[config.mk]
export PLATFORM = sky130hd
export DESIGN_NAME = lcl_dev_flat
export DESIGN_NICKNAME = d
export VERILOG_FILES = /design/src/lcl_pkg.sv /design/src/lcl_if.sv /design/src/lcl_dev.sv /design/src/flat_wrapper.sv
export SDC_FILE = /design/constraint.sdc
export NUM_CORES = 1
export LEC_CHECK = 0
export ABC_AREA = 1
export ABC_CLOCK_PERIOD_IN_PS = 1800
export BUFFER_PORTS_ARGS = -buffer_cell sky130_fd_sc_hd__buf_4
export CAP_MARGIN = 0
export CORE_ASPECT_RATIO = 1.4
export CORE_MARGIN = 2
export CORE_UTILIZATION = 53
export CTS_BUF_LIST = sky130_fd_sc_hd__clkbuf_8
export DETAILED_ROUTE_END_ITERATION = 12
export PLACE_DENSITY = 0.9
export SLEW_MARGIN = 40
export SYNTH_ARGS = -nofsm -noshare
export SYNTH_HDL_FRONTEND = slang
export SYNTH_SLANG_ARGS = --single-unit
[constraint.sdc]
create_clock -name sys_clk -period 1.8 [get_ports sys_clk]
set_input_delay 0.27 -clock sys_clk [delete_from_list [all_inputs] [get_ports sys_clk]]
set_output_delay 0.27 -clock sys_clk [all_outputs]
set_load 0.01 [all_outputs]
[src/lcl_pkg.sv]
// constants shared by both ends of the configuration loader link
// assumes a single 20 MHz sys_clk domain on each end
package lcl_pkg;
   // register byte offsets inside the capability block
   localparam logic [11:0] OFS_ID_STATUS = 12'h21c;
   localparam logic [11:0] OFS_MODE = 12'h220;
   localparam logic [11:0] OFS_DATA = 12'h228;
   localparam logic [11:0] OFS_PROG = 12'h22c;
   // status field positions (upper half of the id word)
   localparam int ST_CORE_READY = 9;
   localparam int ST_CLK_IN_USE = 8;
   localparam int ST_DONE = 7;
   localparam int ST_HALF_RATE = 6;
   localparam int ST_USER_MODE = 5;
   localparam int ST_LOAD_EN = 4;
   localparam int ST_ERROR = 3;
   localparam int ST_READY = 2;
   // mode control field positions
   localparam int MC_NCLK_LO = 8;
   localparam int MC_NCLK_HI = 15;
   localparam int MC_FULL = 2;
   localparam int MC_CLKSEL = 1;
   localparam int MC_MODE = 0;
   localparam logic [5:0] NCLK_ZERO_MEANS = 6'h00;
   localparam logic [6:0] NCLK_FULL = 7'h40;
   // uncorrectable internal error bit for load errors
   localparam int UE_LOAD_ERR = 5;
   localparam logic [11:0] OFS_UE_STATUS = 12'h234;
   // reset value of writable registers
   localparam logic [31:0] REG_RESET = 32'h0000_0000;
   localparam logic [15:0] BOARD_ID_DEFAULT = 16'h0000;
   // host-side apb map of the controller's own registers
   localparam logic [7:0] HA_CMD_ADDR = 8'h00;
   localparam logic [7:0] HA_WDATA = 8'h04;
   localparam logic [7:0] HA_RDATA = 8'h08;
   localparam logic [7:0] HA_STATUS = 8'h0c;
   localparam logic [7:0] HA_MEMWR = 8'h10;
endpackage : lcl_pkg

[src/lcl_if.sv]
// request link between the programming host and the loader registers
// assumes both ends run on the same sys_clk
`timescale 1ns/100ps
`default_nettype none
interface lcl_if (input wire logic sys_clk);
   logic req;      // request valid, held until ack
   logic we;       // write when high
   logic memwr;    // memory-space write instead of config write
   logic [11:0] addr;
   logic [3:0] be;
   logic [31:0] wdata;
   logic ack;      // one-cycle answer
   logic [31:0] rdata;
   modport dev (input req, we, memwr, addr, be, wdata, output ack, rdata);
   modport host (output req, we, memwr, addr, be, wdata, input ack, rdata);
endinterface : lcl_if
`default_nettype wire

[src/lcl_dev.sv]
// loader register block inside the link core
// assumes control-block inputs are asynchronous and fabric-side levels
`timescale 1ns/100ps
`default_nettype none
// Function
// RULE1: board id reads back fixed parameter
// RULE2: status 9 shows fabric core ready
// RULE3: status 8 shows fabric clock in use
// RULE4: status 7 shows load done
// RULE5: status 6 shows half rate select
// RULE6: status 5 shows fabric user mode
// RULE7: status 4 shows link load enabled
// RULE8: status 3 mirrors load error
// RULE9: status 2 mirrors load ready
// RULE10: clocks per write, zero means 64
// RULE11: top two count bits stored, unused
// RULE12: mode bit 2 requests full reload
// RULE13: mode bit 1 selects core clock
// RULE14: software waits idle around clock switch
// RULE15: mode bit 0 enters load mode
// RULE16: load mode refused without load enable
// RULE17: data write drives word then clocks
// RULE18: software enables all data byte lanes
// RULE19: data via config or memory write
// RULE20: data register 32 bits, resets zero
// RULE21: programming control start and request bits
// RULE22: rising load error sets sticky bit; code sets it only in load mode
// RULE23: reserved bits read zero
// RULE24: clock burst finishes before next data
module lcl_dev #(
   parameter logic [15:0] BOARD_ID = lcl_pkg::BOARD_ID_DEFAULT
) (
   // clock and reset
   input wire logic sys_clk,
   input wire logic srst,
   // link side
   lcl_if.dev bus,
   // from configuration control block and fabric
   input wire logic fabric_core_ready,
   input wire logic fabric_clock_in_use,
   input wire logic load_done,
   input wire logic half_rate_select,
   input wire logic fabric_user_mode,
   input wire logic link_load_enabled,
   input wire logic load_error,
   input wire logic load_ready,
   // to configuration control block
   output logic [31:0] load_data,
   output logic load_clk_en,
   output logic link_load_mode,
   output logic full_reload_request,
   output logic core_clock_source,
   output logic transfer_start,
   output logic load_request
);
   // two-flop synchronisers for the outside levels
   logic [7:0] in_raw, s1_reg, s2_reg;
   assign in_raw = {fabric_core_ready, fabric_clock_in_use, load_done,
                    half_rate_select, fabric_user_mode, link_load_enabled,
                    load_error, load_ready};
   always_ff @(posedge sys_clk)
   begin
      s1_reg <= srst ? 8'h00 : in_raw;
      s2_reg <= srst ? 8'h00 : s1_reg;
   end
   logic core_rdy_s, clk_use_s, done_s, half_s, user_s, en_s, err_s, rdy_s;
   assign {core_rdy_s, clk_use_s, done_s, half_s, user_s, en_s, err_s,
           rdy_s} = s2_reg;

   // status word, reserved bits tied low
   logic [15:0] status;
   always_comb
   begin
      status = 16'h0000; // see RULE23
      status[lcl_pkg::ST_CORE_READY] = core_rdy_s; // see RULE2
      status[lcl_pkg::ST_CLK_IN_USE] = clk_use_s; // see RULE3
      status[lcl_pkg::ST_DONE] = done_s; // see RULE4
      status[lcl_pkg::ST_HALF_RATE] = half_s; // see RULE5
      status[lcl_pkg::ST_USER_MODE] = user_s; // see RULE6
      status[lcl_pkg::ST_LOAD_EN] = en_s; // see RULE7
      status[lcl_pkg::ST_ERROR] = err_s; // see RULE8
      status[lcl_pkg::ST_READY] = rdy_s; // see RULE9
   end

   // registers
   logic [7:0] nclk_reg;
   logic mode_reg, clksel_reg, full_reg;
   logic [31:0] data_reg;
   logic [1:0] prog_reg;
   logic ue_reg, err_d_reg, rd_ok_reg;
   logic [6:0] burst_reg;

   // decode; memory writes reach data only in load mode
   logic wr, hit_mode, hit_data, hit_prog, hit_ue, busy, data_wr;
   assign wr = bus.req & bus.we;
   assign hit_mode = wr & ~bus.memwr & (bus.addr == lcl_pkg::OFS_MODE);
   assign hit_prog = wr & ~bus.memwr & (bus.addr == lcl_pkg::OFS_PROG);
   assign hit_ue = wr & ~bus.memwr & (bus.addr == lcl_pkg::OFS_UE_STATUS);
   assign hit_data = wr & (bus.memwr ? mode_reg
                    : (bus.addr == lcl_pkg::OFS_DATA)); // see RULE19
   assign busy = (burst_reg != 7'h00);
   // a data write waits for the burst; reads answer a cycle late
   assign data_wr = hit_data & ~busy; // see RULE24
   assign bus.ack = bus.req & (bus.we ? ~(hit_data & busy) : rd_ok_reg);

   // burst length from the low six count bits
   logic [6:0] nclks;
   assign nclks = (nclk_reg[5:0] == lcl_pkg::NCLK_ZERO_MEANS)
                  ? lcl_pkg::NCLK_FULL : {1'b0, nclk_reg[5:0]}; // see RULE10
   logic err_rise;
   assign err_rise = err_s & ~err_d_reg & mode_reg;

   // mode control, byte-lane masked
   always_ff @(posedge sys_clk)
   begin
      if (srst)
      begin
         nclk_reg <= 8'h00;
         mode_reg <= 1'b0;
         clksel_reg <= 1'b0;
         full_reg <= 1'b0;
      end
      else if (hit_mode)
      begin
         if (bus.be[1])
            nclk_reg <= bus.wdata[lcl_pkg::MC_NCLK_HI:
                                  lcl_pkg::MC_NCLK_LO]; // see RULE11
         if (bus.be[0])
         begin
            mode_reg <= bus.wdata[lcl_pkg::MC_MODE] & en_s; // see RULE15 RULE16
            clksel_reg <= bus.wdata[lcl_pkg::MC_CLKSEL]; // see RULE13
            full_reg <= bus.wdata[lcl_pkg::MC_FULL]; // see RULE12
         end
      end
      else if (!en_s)
         mode_reg <= 1'b0; // see RULE16
   end

   // data word, clock burst, programming control
   always_ff @(posedge sys_clk)
   begin
      if (srst)
      begin
         data_reg <= lcl_pkg::REG_RESET; // see RULE20
         burst_reg <= 7'h00;
         prog_reg <= 2'b00;
      end
      else
      begin
         if (data_wr)
         begin
            data_reg <= bus.wdata; // see RULE17
            burst_reg <= nclks;
         end
         else if (busy)
            burst_reg <= burst_reg - 7'h01;
         if (hit_prog && bus.be[0])
            prog_reg <= bus.wdata[1:0]; // see RULE21
      end
   end

   // sticky load error, write one to clear, set wins
   always_ff @(posedge sys_clk)
   begin
      if (srst)
      begin
         ue_reg <= 1'b0;
         err_d_reg <= 1'b0;
      end
      else
      begin
         err_d_reg <= err_s;
         if (err_rise)
            ue_reg <= 1'b1; // see RULE22
         else if (hit_ue && bus.be[0] && bus.wdata[lcl_pkg::UE_LOAD_ERR])
            ue_reg <= 1'b0;
      end
   end

   // read mux
   logic [31:0] rd_next, rd_reg;
   always_comb
   begin
      rd_next = 32'h0000_0000;
      case (bus.addr)
         lcl_pkg::OFS_ID_STATUS: rd_next = {status, BOARD_ID}; // see RULE1
         lcl_pkg::OFS_MODE: rd_next = {16'h0000, nclk_reg, 5'h00,
                                       full_reg, clksel_reg, mode_reg};
         lcl_pkg::OFS_DATA: rd_next = data_reg;
         lcl_pkg::OFS_PROG: rd_next = {30'h0, prog_reg};
         lcl_pkg::OFS_UE_STATUS: rd_next = {26'h0, ue_reg, 5'h00};
         default: rd_next = 32'h0000_0000;
      endcase
   end
   // read data from a flop; rd_ok_reg marks the one answer cycle
   always_ff @(posedge sys_clk)
   begin
      rd_reg <= srst ? 32'h0000_0000 : rd_next;
      rd_ok_reg <= ~srst & bus.req & ~bus.we & ~rd_ok_reg;
   end
   assign bus.rdata = rd_reg;

   // outputs from flops
   assign load_data = data_reg;
   assign load_clk_en = busy; // one enable per load clock
   assign link_load_mode = mode_reg; // see RULE15
   assign full_reload_request = full_reg;
   assign core_clock_source = clksel_reg & user_s & core_rdy_s; // see RULE13
   assign transfer_start = prog_reg[1];
   assign load_request = prog_reg[0];
endmodule : lcl_dev
`default_nettype wire

[src/flat_wrapper.sv]
// flat-port wrapper written by rule: the top's interface ports become plain ports
module lcl_dev_flat 
#(
   parameter logic [15:0] BOARD_ID = lcl_pkg::BOARD_ID_DEFAULT
)
  (sys_clk, srst, fabric_core_ready, fabric_clock_in_use, load_done, half_rate_select, fabric_user_mode, link_load_enabled, load_error, load_ready, load_data, load_clk_en, link_load_mode, full_reload_request, core_clock_source, transfer_start, load_request, bus_req, bus_we, bus_memwr, bus_addr, bus_be, bus_wdata, bus_ack, bus_rdata);
  lcl_if bus_i (.sys_clk(sys_clk));
  input wire logic sys_clk;
  input wire logic srst;
  input wire logic fabric_core_ready;
  input wire logic fabric_clock_in_use;
  input wire logic load_done;
  input wire logic half_rate_select;
  input wire logic fabric_user_mode;
  input wire logic link_load_enabled;
  input wire logic load_error;
  input wire logic load_ready;
  output logic [31:0] load_data;
  output logic load_clk_en;
  output logic link_load_mode;
  output logic full_reload_request;
  output logic core_clock_source;
  output logic transfer_start;
  output logic load_request;
  input wire logic [$bits(bus_i.req)-1:0] bus_req;
  input wire logic [$bits(bus_i.we)-1:0] bus_we;
  input wire logic [$bits(bus_i.memwr)-1:0] bus_memwr;
  input wire logic [$bits(bus_i.addr)-1:0] bus_addr;
  input wire logic [$bits(bus_i.be)-1:0] bus_be;
  input wire logic [$bits(bus_i.wdata)-1:0] bus_wdata;
  output wire logic [$bits(bus_i.ack)-1:0] bus_ack;
  output wire logic [$bits(bus_i.rdata)-1:0] bus_rdata;
  assign bus_i.req = bus_req;
  assign bus_i.we = bus_we;
  assign bus_i.memwr = bus_memwr;
  assign bus_i.addr = bus_addr;
  assign bus_i.be = bus_be;
  assign bus_i.wdata = bus_wdata;
  assign bus_ack = bus_i.ack;
  assign bus_rdata = bus_i.rdata;
  lcl_dev #(.BOARD_ID(BOARD_ID)) u_core (.sys_clk(sys_clk), .srst(srst), .bus(bus_i), .fabric_core_ready(fabric_core_ready), .fabric_clock_in_use(fabric_clock_in_use), .load_done(load_done), .half_rate_select(half_rate_select), .fabric_user_mode(fabric_user_mode), .link_load_enabled(link_load_enabled), .load_error(load_error), .load_ready(load_ready), .load_data(load_data), .load_clk_en(load_clk_en), .link_load_mode(link_load_mode), .full_reload_request(full_reload_request), .core_clock_source(core_clock_source), .transfer_start(transfer_start), .load_request(load_request));
endmodule
## Word level (Yosys, flattened, before mapping)

Cells that the tools add are included.

- Add/subtract/negate cells: 1
- Eq/ne operators: 7
- Reductions and logical operators: 10
- Bitwise operators: 24
- Mux-type cells: 11

Operators with widths:

| cell | count |
|---|---|
| case mux 32 bit (5 select lines) | 1 |
| equality test 12 x 10 -> 1 bit, second input constant | 5 |
| 2-to-1 mux 7 bit | 3 |
| AND 1 bit | 17 |
| 2-to-1 mux 1 bit | 7 |
| NOT 1 bit | 7 |
| nonzero test 7 bit | 1 |
| subtractor 7 x 1 -> 7 bit, second input constant | 1 |
| zero test 6 bit | 1 |
| AND reduction 2 bit | 3 |
| != test 2 bit, second input constant | 2 |
| nonzero test 2 bit | 2 |
| logical AND 1 bit | 3 |

- Word-level logic and storage cells: 66
- Bits of input ports: 61
- Flip-flop bits (word level): 103
- Output and inout port bits: 71

## Logic depth before layout (Yosys ltp)

Gate-level depths: netlist of run 1.

- Depth after elaboration: 7
- Gate-level depth with buffers: 12
- Depth with buffers taken out: 12

## Least setup slack after synthesis of run 1

Ideal clock, no wire load.

- Path type: flip-flop to output port
- Start point: reg u_core.burst_reg[0]
- End point: out bus_ack
- Slack: 0.197 ns
- Stages on the path, launching flop included: 10
- Arrival time: 1.333 ns
- Required time: 1.530 ns
- Path buffers: 1
- Cells stage by stage: dfxtp_1 > inv_1 > ha_1 > nand2_1 > nor2_2 > nand2_1 > nor2_2 > buf_2 > o211ai_1 > inv_1

- Word-level cells in the longest chain between the ends: 5

RTL lines:

| what | RTL line | text |
|---|---|---|
| start: declaration | lcl_dev.sv:91 | `logic [6:0] burst_reg;` |
| start signal: assignment | lcl_dev.sv:153 | `burst_reg <= nclks;` |
| start signal: assignment | lcl_dev.sv:156 | `burst_reg <= burst_reg - 7'h01;` |
| nonzero test 7 bit | lcl_dev.sv:101 | `assign busy = (burst_reg != 7'h00);` |
| AND 1 bit | lcl_dev.sv:104 | `assign bus.ack = bus.req & (bus.we ? ~(hit_data & busy) : rd_ok_reg);` |
| NOT 1 bit | lcl_dev.sv:104 |  |
| 2-to-1 mux 1 bit | lcl_dev.sv:104 |  |
| AND 1 bit | lcl_dev.sv:104 |  |
| end: declaration | flat_wrapper.sv:31 | `output wire logic [$bits(bus_i.ack)-1:0] bus_ack;` |

No other way between the ends.

## Worst setup path after layout of run 1

Same ends and word-level chain as after synthesis.

==> flow_metrics.env, run 1 <==
export IMPL_outcome="complete, but fails checks"
export IMPL_violations="negative setup slack"
export IMPL_slew_violations=0
export IMPL_dp_slack_ns=-0.0380
export IMPL_tritoncts="yes"
export IMPL_clockRootBuffer="clkbuf_8"
export IMPL_row_count=38
export IMPL_worstSkewPairLatency_ns=0.37
export IMPL_hp_class="input pin to flop"
export IMPL_critPathSlowestCell="dfxtp_2"
export IMPL_core_area_mm2=0.00770
export IMPL_first_pass_iters=5
export IMPL_grt_usage_pct=24.4
export IMPL_yosysMostFrequentCell="dfxtp_1"
export IMPL_min_period_over_period_pct=101
export IMPL_cts_buffer_depth=2
export IMPL_end_kind="primary output"
export IMPL_total_power_w=0.00547
export IMPL_dieArea_mm2=0.00861
export IMPL_tightestPinTransition_ns=0.424
export IMPL_io_pins=132
export IMPL_internal_power_w=0.00376
export IMPL_ys_warnings_count=0
export IMPL_instances_no_fill=799
export IMPL_netlist_cell_type_count=33
export IMPL_portBuffers=129
export IMPL_crit_reg2reg_launch="u_core.burst_reg[0]"
export IMPL_relSlewSlack_pct=71.7
export IMPL_num_antenna_cells=0
export IMPL_dp_hpwl_um=7410
export IMPL_cts_hold_buf=0
export IMPL_syn2layout_area_growth_pct=33.5
export IMPL_irDropWorstVdd_v=0.00111
export IMPL_synthTopCellsByArea="dfxtp_1 49%, nand2_1 9.2%, nor2_1 9.0%"
export IMPL_synth_top_area_cell="dfxtp_1"
export IMPL_period_minus_slack_ns=1.81
export IMPL_cp_buffers_inverters=3
export IMPL_switching_share_pct=31.2
export IMPL_htreeDepth=3
export IMPL_drc=0
export IMPL_finalSetupViolCount=1
export IMPL_fin_ws_ns=-0.00954
export IMPL_drive_gt1_share_pct=29.8
export IMPL_multi_input_area_mm2=0.00166
export IMPL_clkSlewWorstSetupHoldPaths_ns=0.09
export IMPL_first_global_vias=3697
export IMPL_via_per_inst=4.91
export IMPL_syn_area_per_cell_um2=7.53
export IMPL_critPathLaunch="u_core.burst_reg[0]"
export IMPL_critPathLaunchType="flop"
export IMPL_via_count=3925
export IMPL_maxCapViolCount=0
export IMPL_crit_required_ns=1.53
export IMPL_combinationalPowerShare_pct=30.7
export IMPL_grt_overflow=0
export IMPL_rsz0062_at_grt="yes"
export IMPL_path_cells="inv_2 > ha_4 > nand2_4 > nor2_4 > nand2_2 > nor2_4 > o211ai_1 > inv_1 > buf_6"
export IMPL_synthFlopType="dfxtp_1"
export IMPL_grt_start_max_net_pins=40
export IMPL_cp_top_family="simple AND/OR/NAND/NOR gates"
export IMPL_seq_area_frac_synth_pct=49.4
export IMPL_cts_sinks=103
export IMPL_p_seq_share_pct=46.2
export IMPL_fin_skew_ns=0.00808
export IMPL_cpMostUsedCell="nor2_4"
export IMPL_fillCellCount=576
export IMPL_cts_buffers=9
export IMPL_timing_rr_end="u_core.load_data[16]"
export IMPL_initial_core_util_pct=54.2
export IMPL_yosys_area_top_type_share_pct=49.4
export IMPL_syn_nets=616
export IMPL_crit_end="bus_ack"
export IMPL_max_stage_delay_ns=0.34
export IMPL_fmax_ghz=0.553
export IMPL_path_class="flop to primary output"
export IMPL_antenna_found_initial=0
export IMPL_power_switching_w=0.00170
export IMPL_synthTopCellsByCount="103 x dfxtp_1, 102 x nand2_1, 100 x nor2_1"
export IMPL_die_h_um=109
export IMPL_routed_wl_um=10600
export IMPL_async_flop_share_pct=0
export IMPL_cp_arrival_ns=1.54
export IMPL_wl_per_cell_um=13.2
export IMPL_die_x_um=79
export IMPL_ff2ff_path_depth=12
export IMPL_synth_edf_count=0
export IMPL_fin_nets=758
export IMPL_drt_initial_drc_count=225
export IMPL_worst_path_max_fanout=4
export IMPL_powerDensity_mw_per_mm2=981
export IMPL_syn_inst=554
export IMPL_ff_latch_area_mm2=0.00207
export IMPL_hold_viol_final=0
export IMPL_pwr_share_clk_pct=23.1
export IMPL_ant_nets=0
export IMPL_grt_pass1_wl_um=16300
export IMPL_syn_cell_area_mm2=0.00417
export IMPL_synth_seq_cells=103
export IMPL_r2r_slack_ns=0.14
export IMPL_dpl_cell_count=775
export IMPL_leakagePower_nw=2.72
export IMPL_gp_congestion=0.829
export IMPL_cp_num_cells=9
-- worst min path at each step --
stage	start	to	slack, ns	cells past startpoint
4_1_cts	load_error	u_core.s1_reg[1]	0.09	3
2_1_floorplan	load_ready	u_core.s1_reg[0]	0.38	2
6_report	load_error	u_core.s1_reg[1]	0.09	3
3_3_place_gp	u_core.s1_reg[1]	u_core.s2_reg[1]	0.39	2
3_5_place_dp	u_core.s1_reg[7]	u_core.s2_reg[7]	0.39	2
5_1_grt	load_ready	u_core.s1_reg[0]	0.10	3
-- through the flow --
stage / area [um2] / TNS [ns] / hold WS (ns) / utilization [%]
after global placement: 5270 / 0 / 0.394 / 68.4
after floorplan: 4170 / 0 / 0.377 / -
after detailed placement: 5270 / -0.317 / 0.394 / 68.4
after global routing: 5570 / -0.0903 / 0.101 / 72.4
after CTS: 5520 / -0.0174 / 0.0911 / 71.6
final: 5570 / -0.00954 / 0.0922 / 72.4
-- layer usage --
metal  global-route usage [%]  wire, um  vias to the layer above
met5                        0         0                        -
met3                     5.71       612                       31
li1                         -         -                     1964
met4                     12.9       350                        0
met2                     44.0      5650                      136
met1                     26.1      3970                     1794
-- logic make-up after synthesis --
group,after synthesis,synth area share (%)
and+or+nand+nor,269,30.1
DFF,103,49.4
buffers and inverters,122,11.9
xor gates and xnor gates,4,0.839
AOI/OAI and AO/OA,55,7.43
adders and majority gates,1,0.300
-- tightest hold or removal path: stages --
cell and delay [ns]:
buf_4 0.07, inv_1 0.03, nor2_1 0.06
-- power by group through the flow --
stage | combinational (W) | sequential (W) | clock, W
6_report | 0.00168 | 0.00252 | 0.00126
3_5_place_dp | 0.00120 | 0.00256 | 0
3_3_place_gp | 0.00114 | 0.00255 | 0
5_1_grt | 0.00184 | 0.00254 | 0.00137
2_1_floorplan | 0.000806 | 0.00256 | 0
4_1_cts | 0.00143 | 0.00252 | 0.00127
-- cell type report --
cell class,instances,area share [%]
multi-input cells,329,29.7
flip-flops and latches,103,37.1
well taps,100,2.24
clock buffers,11,2.72
clock inverters,3,0.224
inverters,100,6.78
repair buffers,153,21.2
-- layout by cell type (no fill, tap or decap), types with 2 or more instances in the layout --
master    netlist  final
buf_4           0    147
nand2_1       102    100
dfxtp_1       103    100
nor2_1        100     99
inv_1          97     96
o21ai_0        21     21
a21oi_1        18     18
nand3_1        16     16
nor2_4         13     15
nor3_1         14     14
o22ai_1        11     11
clkbuf_8        0     11
nand4_1         7      7
inv_2           1      4
buf_6           2      4
nand2_2         2      3
nor2_2          4      3
o211ai_1        3      3
nand3_2         4      3
dfxtp_2         0      3
nand2_4         1      2
nand3_4         1      2
or2_2           2      2
nor3_2          2      2
xnor2_1         2      2
xor2_1          2      2
-- what timing repair did --
| action | CTS | global route |
|---|---|---|
| pin swaps | 6 | 2 |
| setup buffers | 6 | 4 |
| endpoints found under the setup margin | 34 | 34 |
| resized for setup | 14 | 7 |
No activity file was read; power rests on OpenSTA's default activity.
==> inputs of run 2 (changes only) <==
ABC_CLOCK_PERIOD_IN_PS = 2300   (was 1800)
CORE_UTILIZATION = 54   (was 53)
CTS_BUF_LIST = sky130_fd_sc_hd__clkbuf_8 sky130_fd_sc_hd__clkbuf_16   (was sky130_fd_sc_hd__clkbuf_8)
PLACE_DENSITY = 0.91   (was 0.9)
clock period = 2.3 ns   (was 1.8 ns; I/O delays follow)
==> run 2 against run 1 <==
  * The run now ends clean
  * Critical endpoint is now load_clk_en
  * Cell count down 1.8%
  * Via count down 0.38%
  * Register-to-register slack better by 0.03 ns
  * Non-clock buffer count down 12
  * Highest routed layer unchanged
  * Hold slack better by 0.094 ns
  * Power down 25%
  * Flip-flop and latch count unchanged
  * Clock power down 17%
  * Sequential share of layout area up 0.81 points
  * Setup slack better by 0.083 ns
  * Wire length down 1.9%
  * Global-route usage up 0.11 points
==> flow_metrics.env, run 2 (same netlist as run 1, synthesis figures left out) <==
export IMPL_cp_arrival_ns=1.88
export IMPL_outcome="completed"
export IMPL_fin_skew_ns=0.00929
export IMPL_leakagePower_nw=2.65
export IMPL_io_pins=132
export IMPL_maxCapViolCount=0
export IMPL_ff2ff_path_depth=14
export IMPL_initial_core_util_pct=56.4
export IMPL_dieArea_mm2=0.00846
export IMPL_syn2layout_area_growth_pct=30.5
export IMPL_fin_nets=746
export IMPL_htreeDepth=3
export IMPL_first_global_vias=3691
export IMPL_grt_overflow=0
export IMPL_slew_violations=0
export IMPL_cp_top_family="buffers and inverters"
export IMPL_worst_path_max_fanout=8
export IMPL_cp_num_cells=9
export IMPL_min_period_over_period_pct=96.8
export IMPL_gp_congestion=0.908
export IMPL_drc=0
export IMPL_crit_end="load_clk_en"
export IMPL_max_stage_delay_ns=0.33
export IMPL_clkSlewWorstSetupHoldPaths_ns=0.09
export IMPL_critPathLaunch="u_core.burst_reg[0]"
export IMPL_row_count=37
export IMPL_worstSkewPairLatency_ns=0.36
export IMPL_path_cells="inv_1 > ha_2 > nand2_1 > nor2_4 > nand2_2 > nor2_4 > buf_4 > inv_1 > buf_4"
export IMPL_period_minus_slack_ns=2.23
export IMPL_cts_buffers=9
export IMPL_routed_wl_um=10400
export IMPL_final_cell_mix="140 x buf_4, 103 x dfxtp_1, 101 x nand2_1"
export IMPL_irDropWorstVdd_v=0.000836
export IMPL_grt_pass1_wl_um=16200
export IMPL_fmax_ghz=0.449
export IMPL_finalSetupViolCount=0
export IMPL_end_kind="primary output"
export IMPL_hold_ws_ns=0.186
export IMPL_hp_class="input pin to flop"
export IMPL_wl_per_cell_um=13.2
export IMPL_dp_hpwl_um=7630
export IMPL_relSlewSlack_pct=62.8
export IMPL_layout_commonest_cell="buf_4"
export IMPL_first_pass_iters=7
export IMPL_drive_gt1_share_pct=27.8
export IMPL_ant_nets=0
export IMPL_via_count=3910
export IMPL_core_area_mm2=0.00741
export IMPL_cts_hold_buf=0
export IMPL_critPathSlowestCell="dfxtp_1"
export IMPL_crit_reg2reg_launch="u_core.burst_reg[0]"
export IMPL_powerDensity_mw_per_mm2=757
export IMPL_num_antenna_cells=0
export IMPL_critPathLaunchType="flop"
export IMPL_via_per_inst=4.98
export IMPL_cp_buffers_inverters=4
export IMPL_tightestPinTransition_ns=0.556
export IMPL_cts_sinks=103
export IMPL_hold_viol_final=0
export IMPL_cts_buffer_depth=2
export IMPL_grt_usage_pct=24.5
export IMPL_portBuffers=129
export IMPL_antenna_found_initial=0
export IMPL_path_class="flop to primary output"
export IMPL_total_power_w=0.00412
export IMPL_clockRootBuffer="clkbuf_8"
export IMPL_r2r_slack_ns=0.17
export IMPL_crit_required_ns=1.96
export IMPL_timing_rr_end="u_core.burst_reg[6]"
export IMPL_drt_initial_drc_count=139
export IMPL_die_x_um=78.3
export IMPL_tritoncts="yes"
export IMPL_grt_start_max_net_pins=53
export IMPL_die_h_um=108
run 2: changes by cell type in the layout (fill, tap and decap cells not counted), sizes merged:
cell / delta
clkbuf: +1
clkinvlp: +1
inv: -2
buf: -12
clkinv: +1
run 2: final cells by class:
type / count / area (um2)
clock buffer: 12 / 165
clock inverter: 3 / 17.5
fill: 544 / 1960
inverter: 100 / 378
multi-input combinational: 329 / 1630
sequential: 103 / 2060
tap: 97 / 121
timing repair buffer: 141 / 1070
run 2: how the worst min path moves through the flow:
stage / depth (start not counted) / end / startpoint
2_1_floorplan: 2 / u_core.s2_reg[0] / u_core.s1_reg[0]
3_3_place_gp: 2 / u_core.s2_reg[1] / u_core.s1_reg[1]
3_5_place_dp: 2 / u_core.s2_reg[3] / u_core.s1_reg[3]
4_1_cts: 3 / u_core.s1_reg[7] / fabric_core_ready
5_1_grt: 3 / u_core.s1_reg[3] / fabric_user_mode
6_report: 3 / u_core.s1_reg[1] / load_error
run 2: stage by stage:
step	setup TNS [ns]	area (um2)	std cells	setup WS, ns	utilization [%]
2_1_floorplan	0	4170	554	0.622	-
3_3_place_gp	0	5230	767	0.418	70.5
3_5_place_dp	0	5230	767	0.335	70.5
4_1_cts	0	5410	782	0.0136	73.1
5_1_grt	-0.00660	5450	785	-0.00660	73.5
6_report	0	5450	785	0.0737	73.5
run 2: routing by layer:
layer	global-route usage (%)	vias to the layer above	routed length [um]
li1	-	1938	-
met1	26.2	1779	3880
met2	46.4	154	5560
met3	2.59	39	514
met4	13.5	0	436
met5	0	-	0
run 2: timing repair:
item,4_1_cts,5_1_grt
resized for setup,1,3
gates cloned,0,0
buffers inserted,0,3
setup endpoints to repair,1,2
pin swaps,0,1
run 2: where the power goes:
group / switching, W / total (W) / internal, W
clock: 0.000569 / 0.00104 / 0.000473
sequential: 0.0000806 / 0.00197 / 0.00189
combinational: 0.000616 / 0.00111 / 0.000492
total: 0.00127 / 0.00412 / 0.00286
run 2: tightest hold or removal path, stage by stage:
cell,delay [ns]
buf_4,0.07
inv_1,0.03
nor2_1,0.06
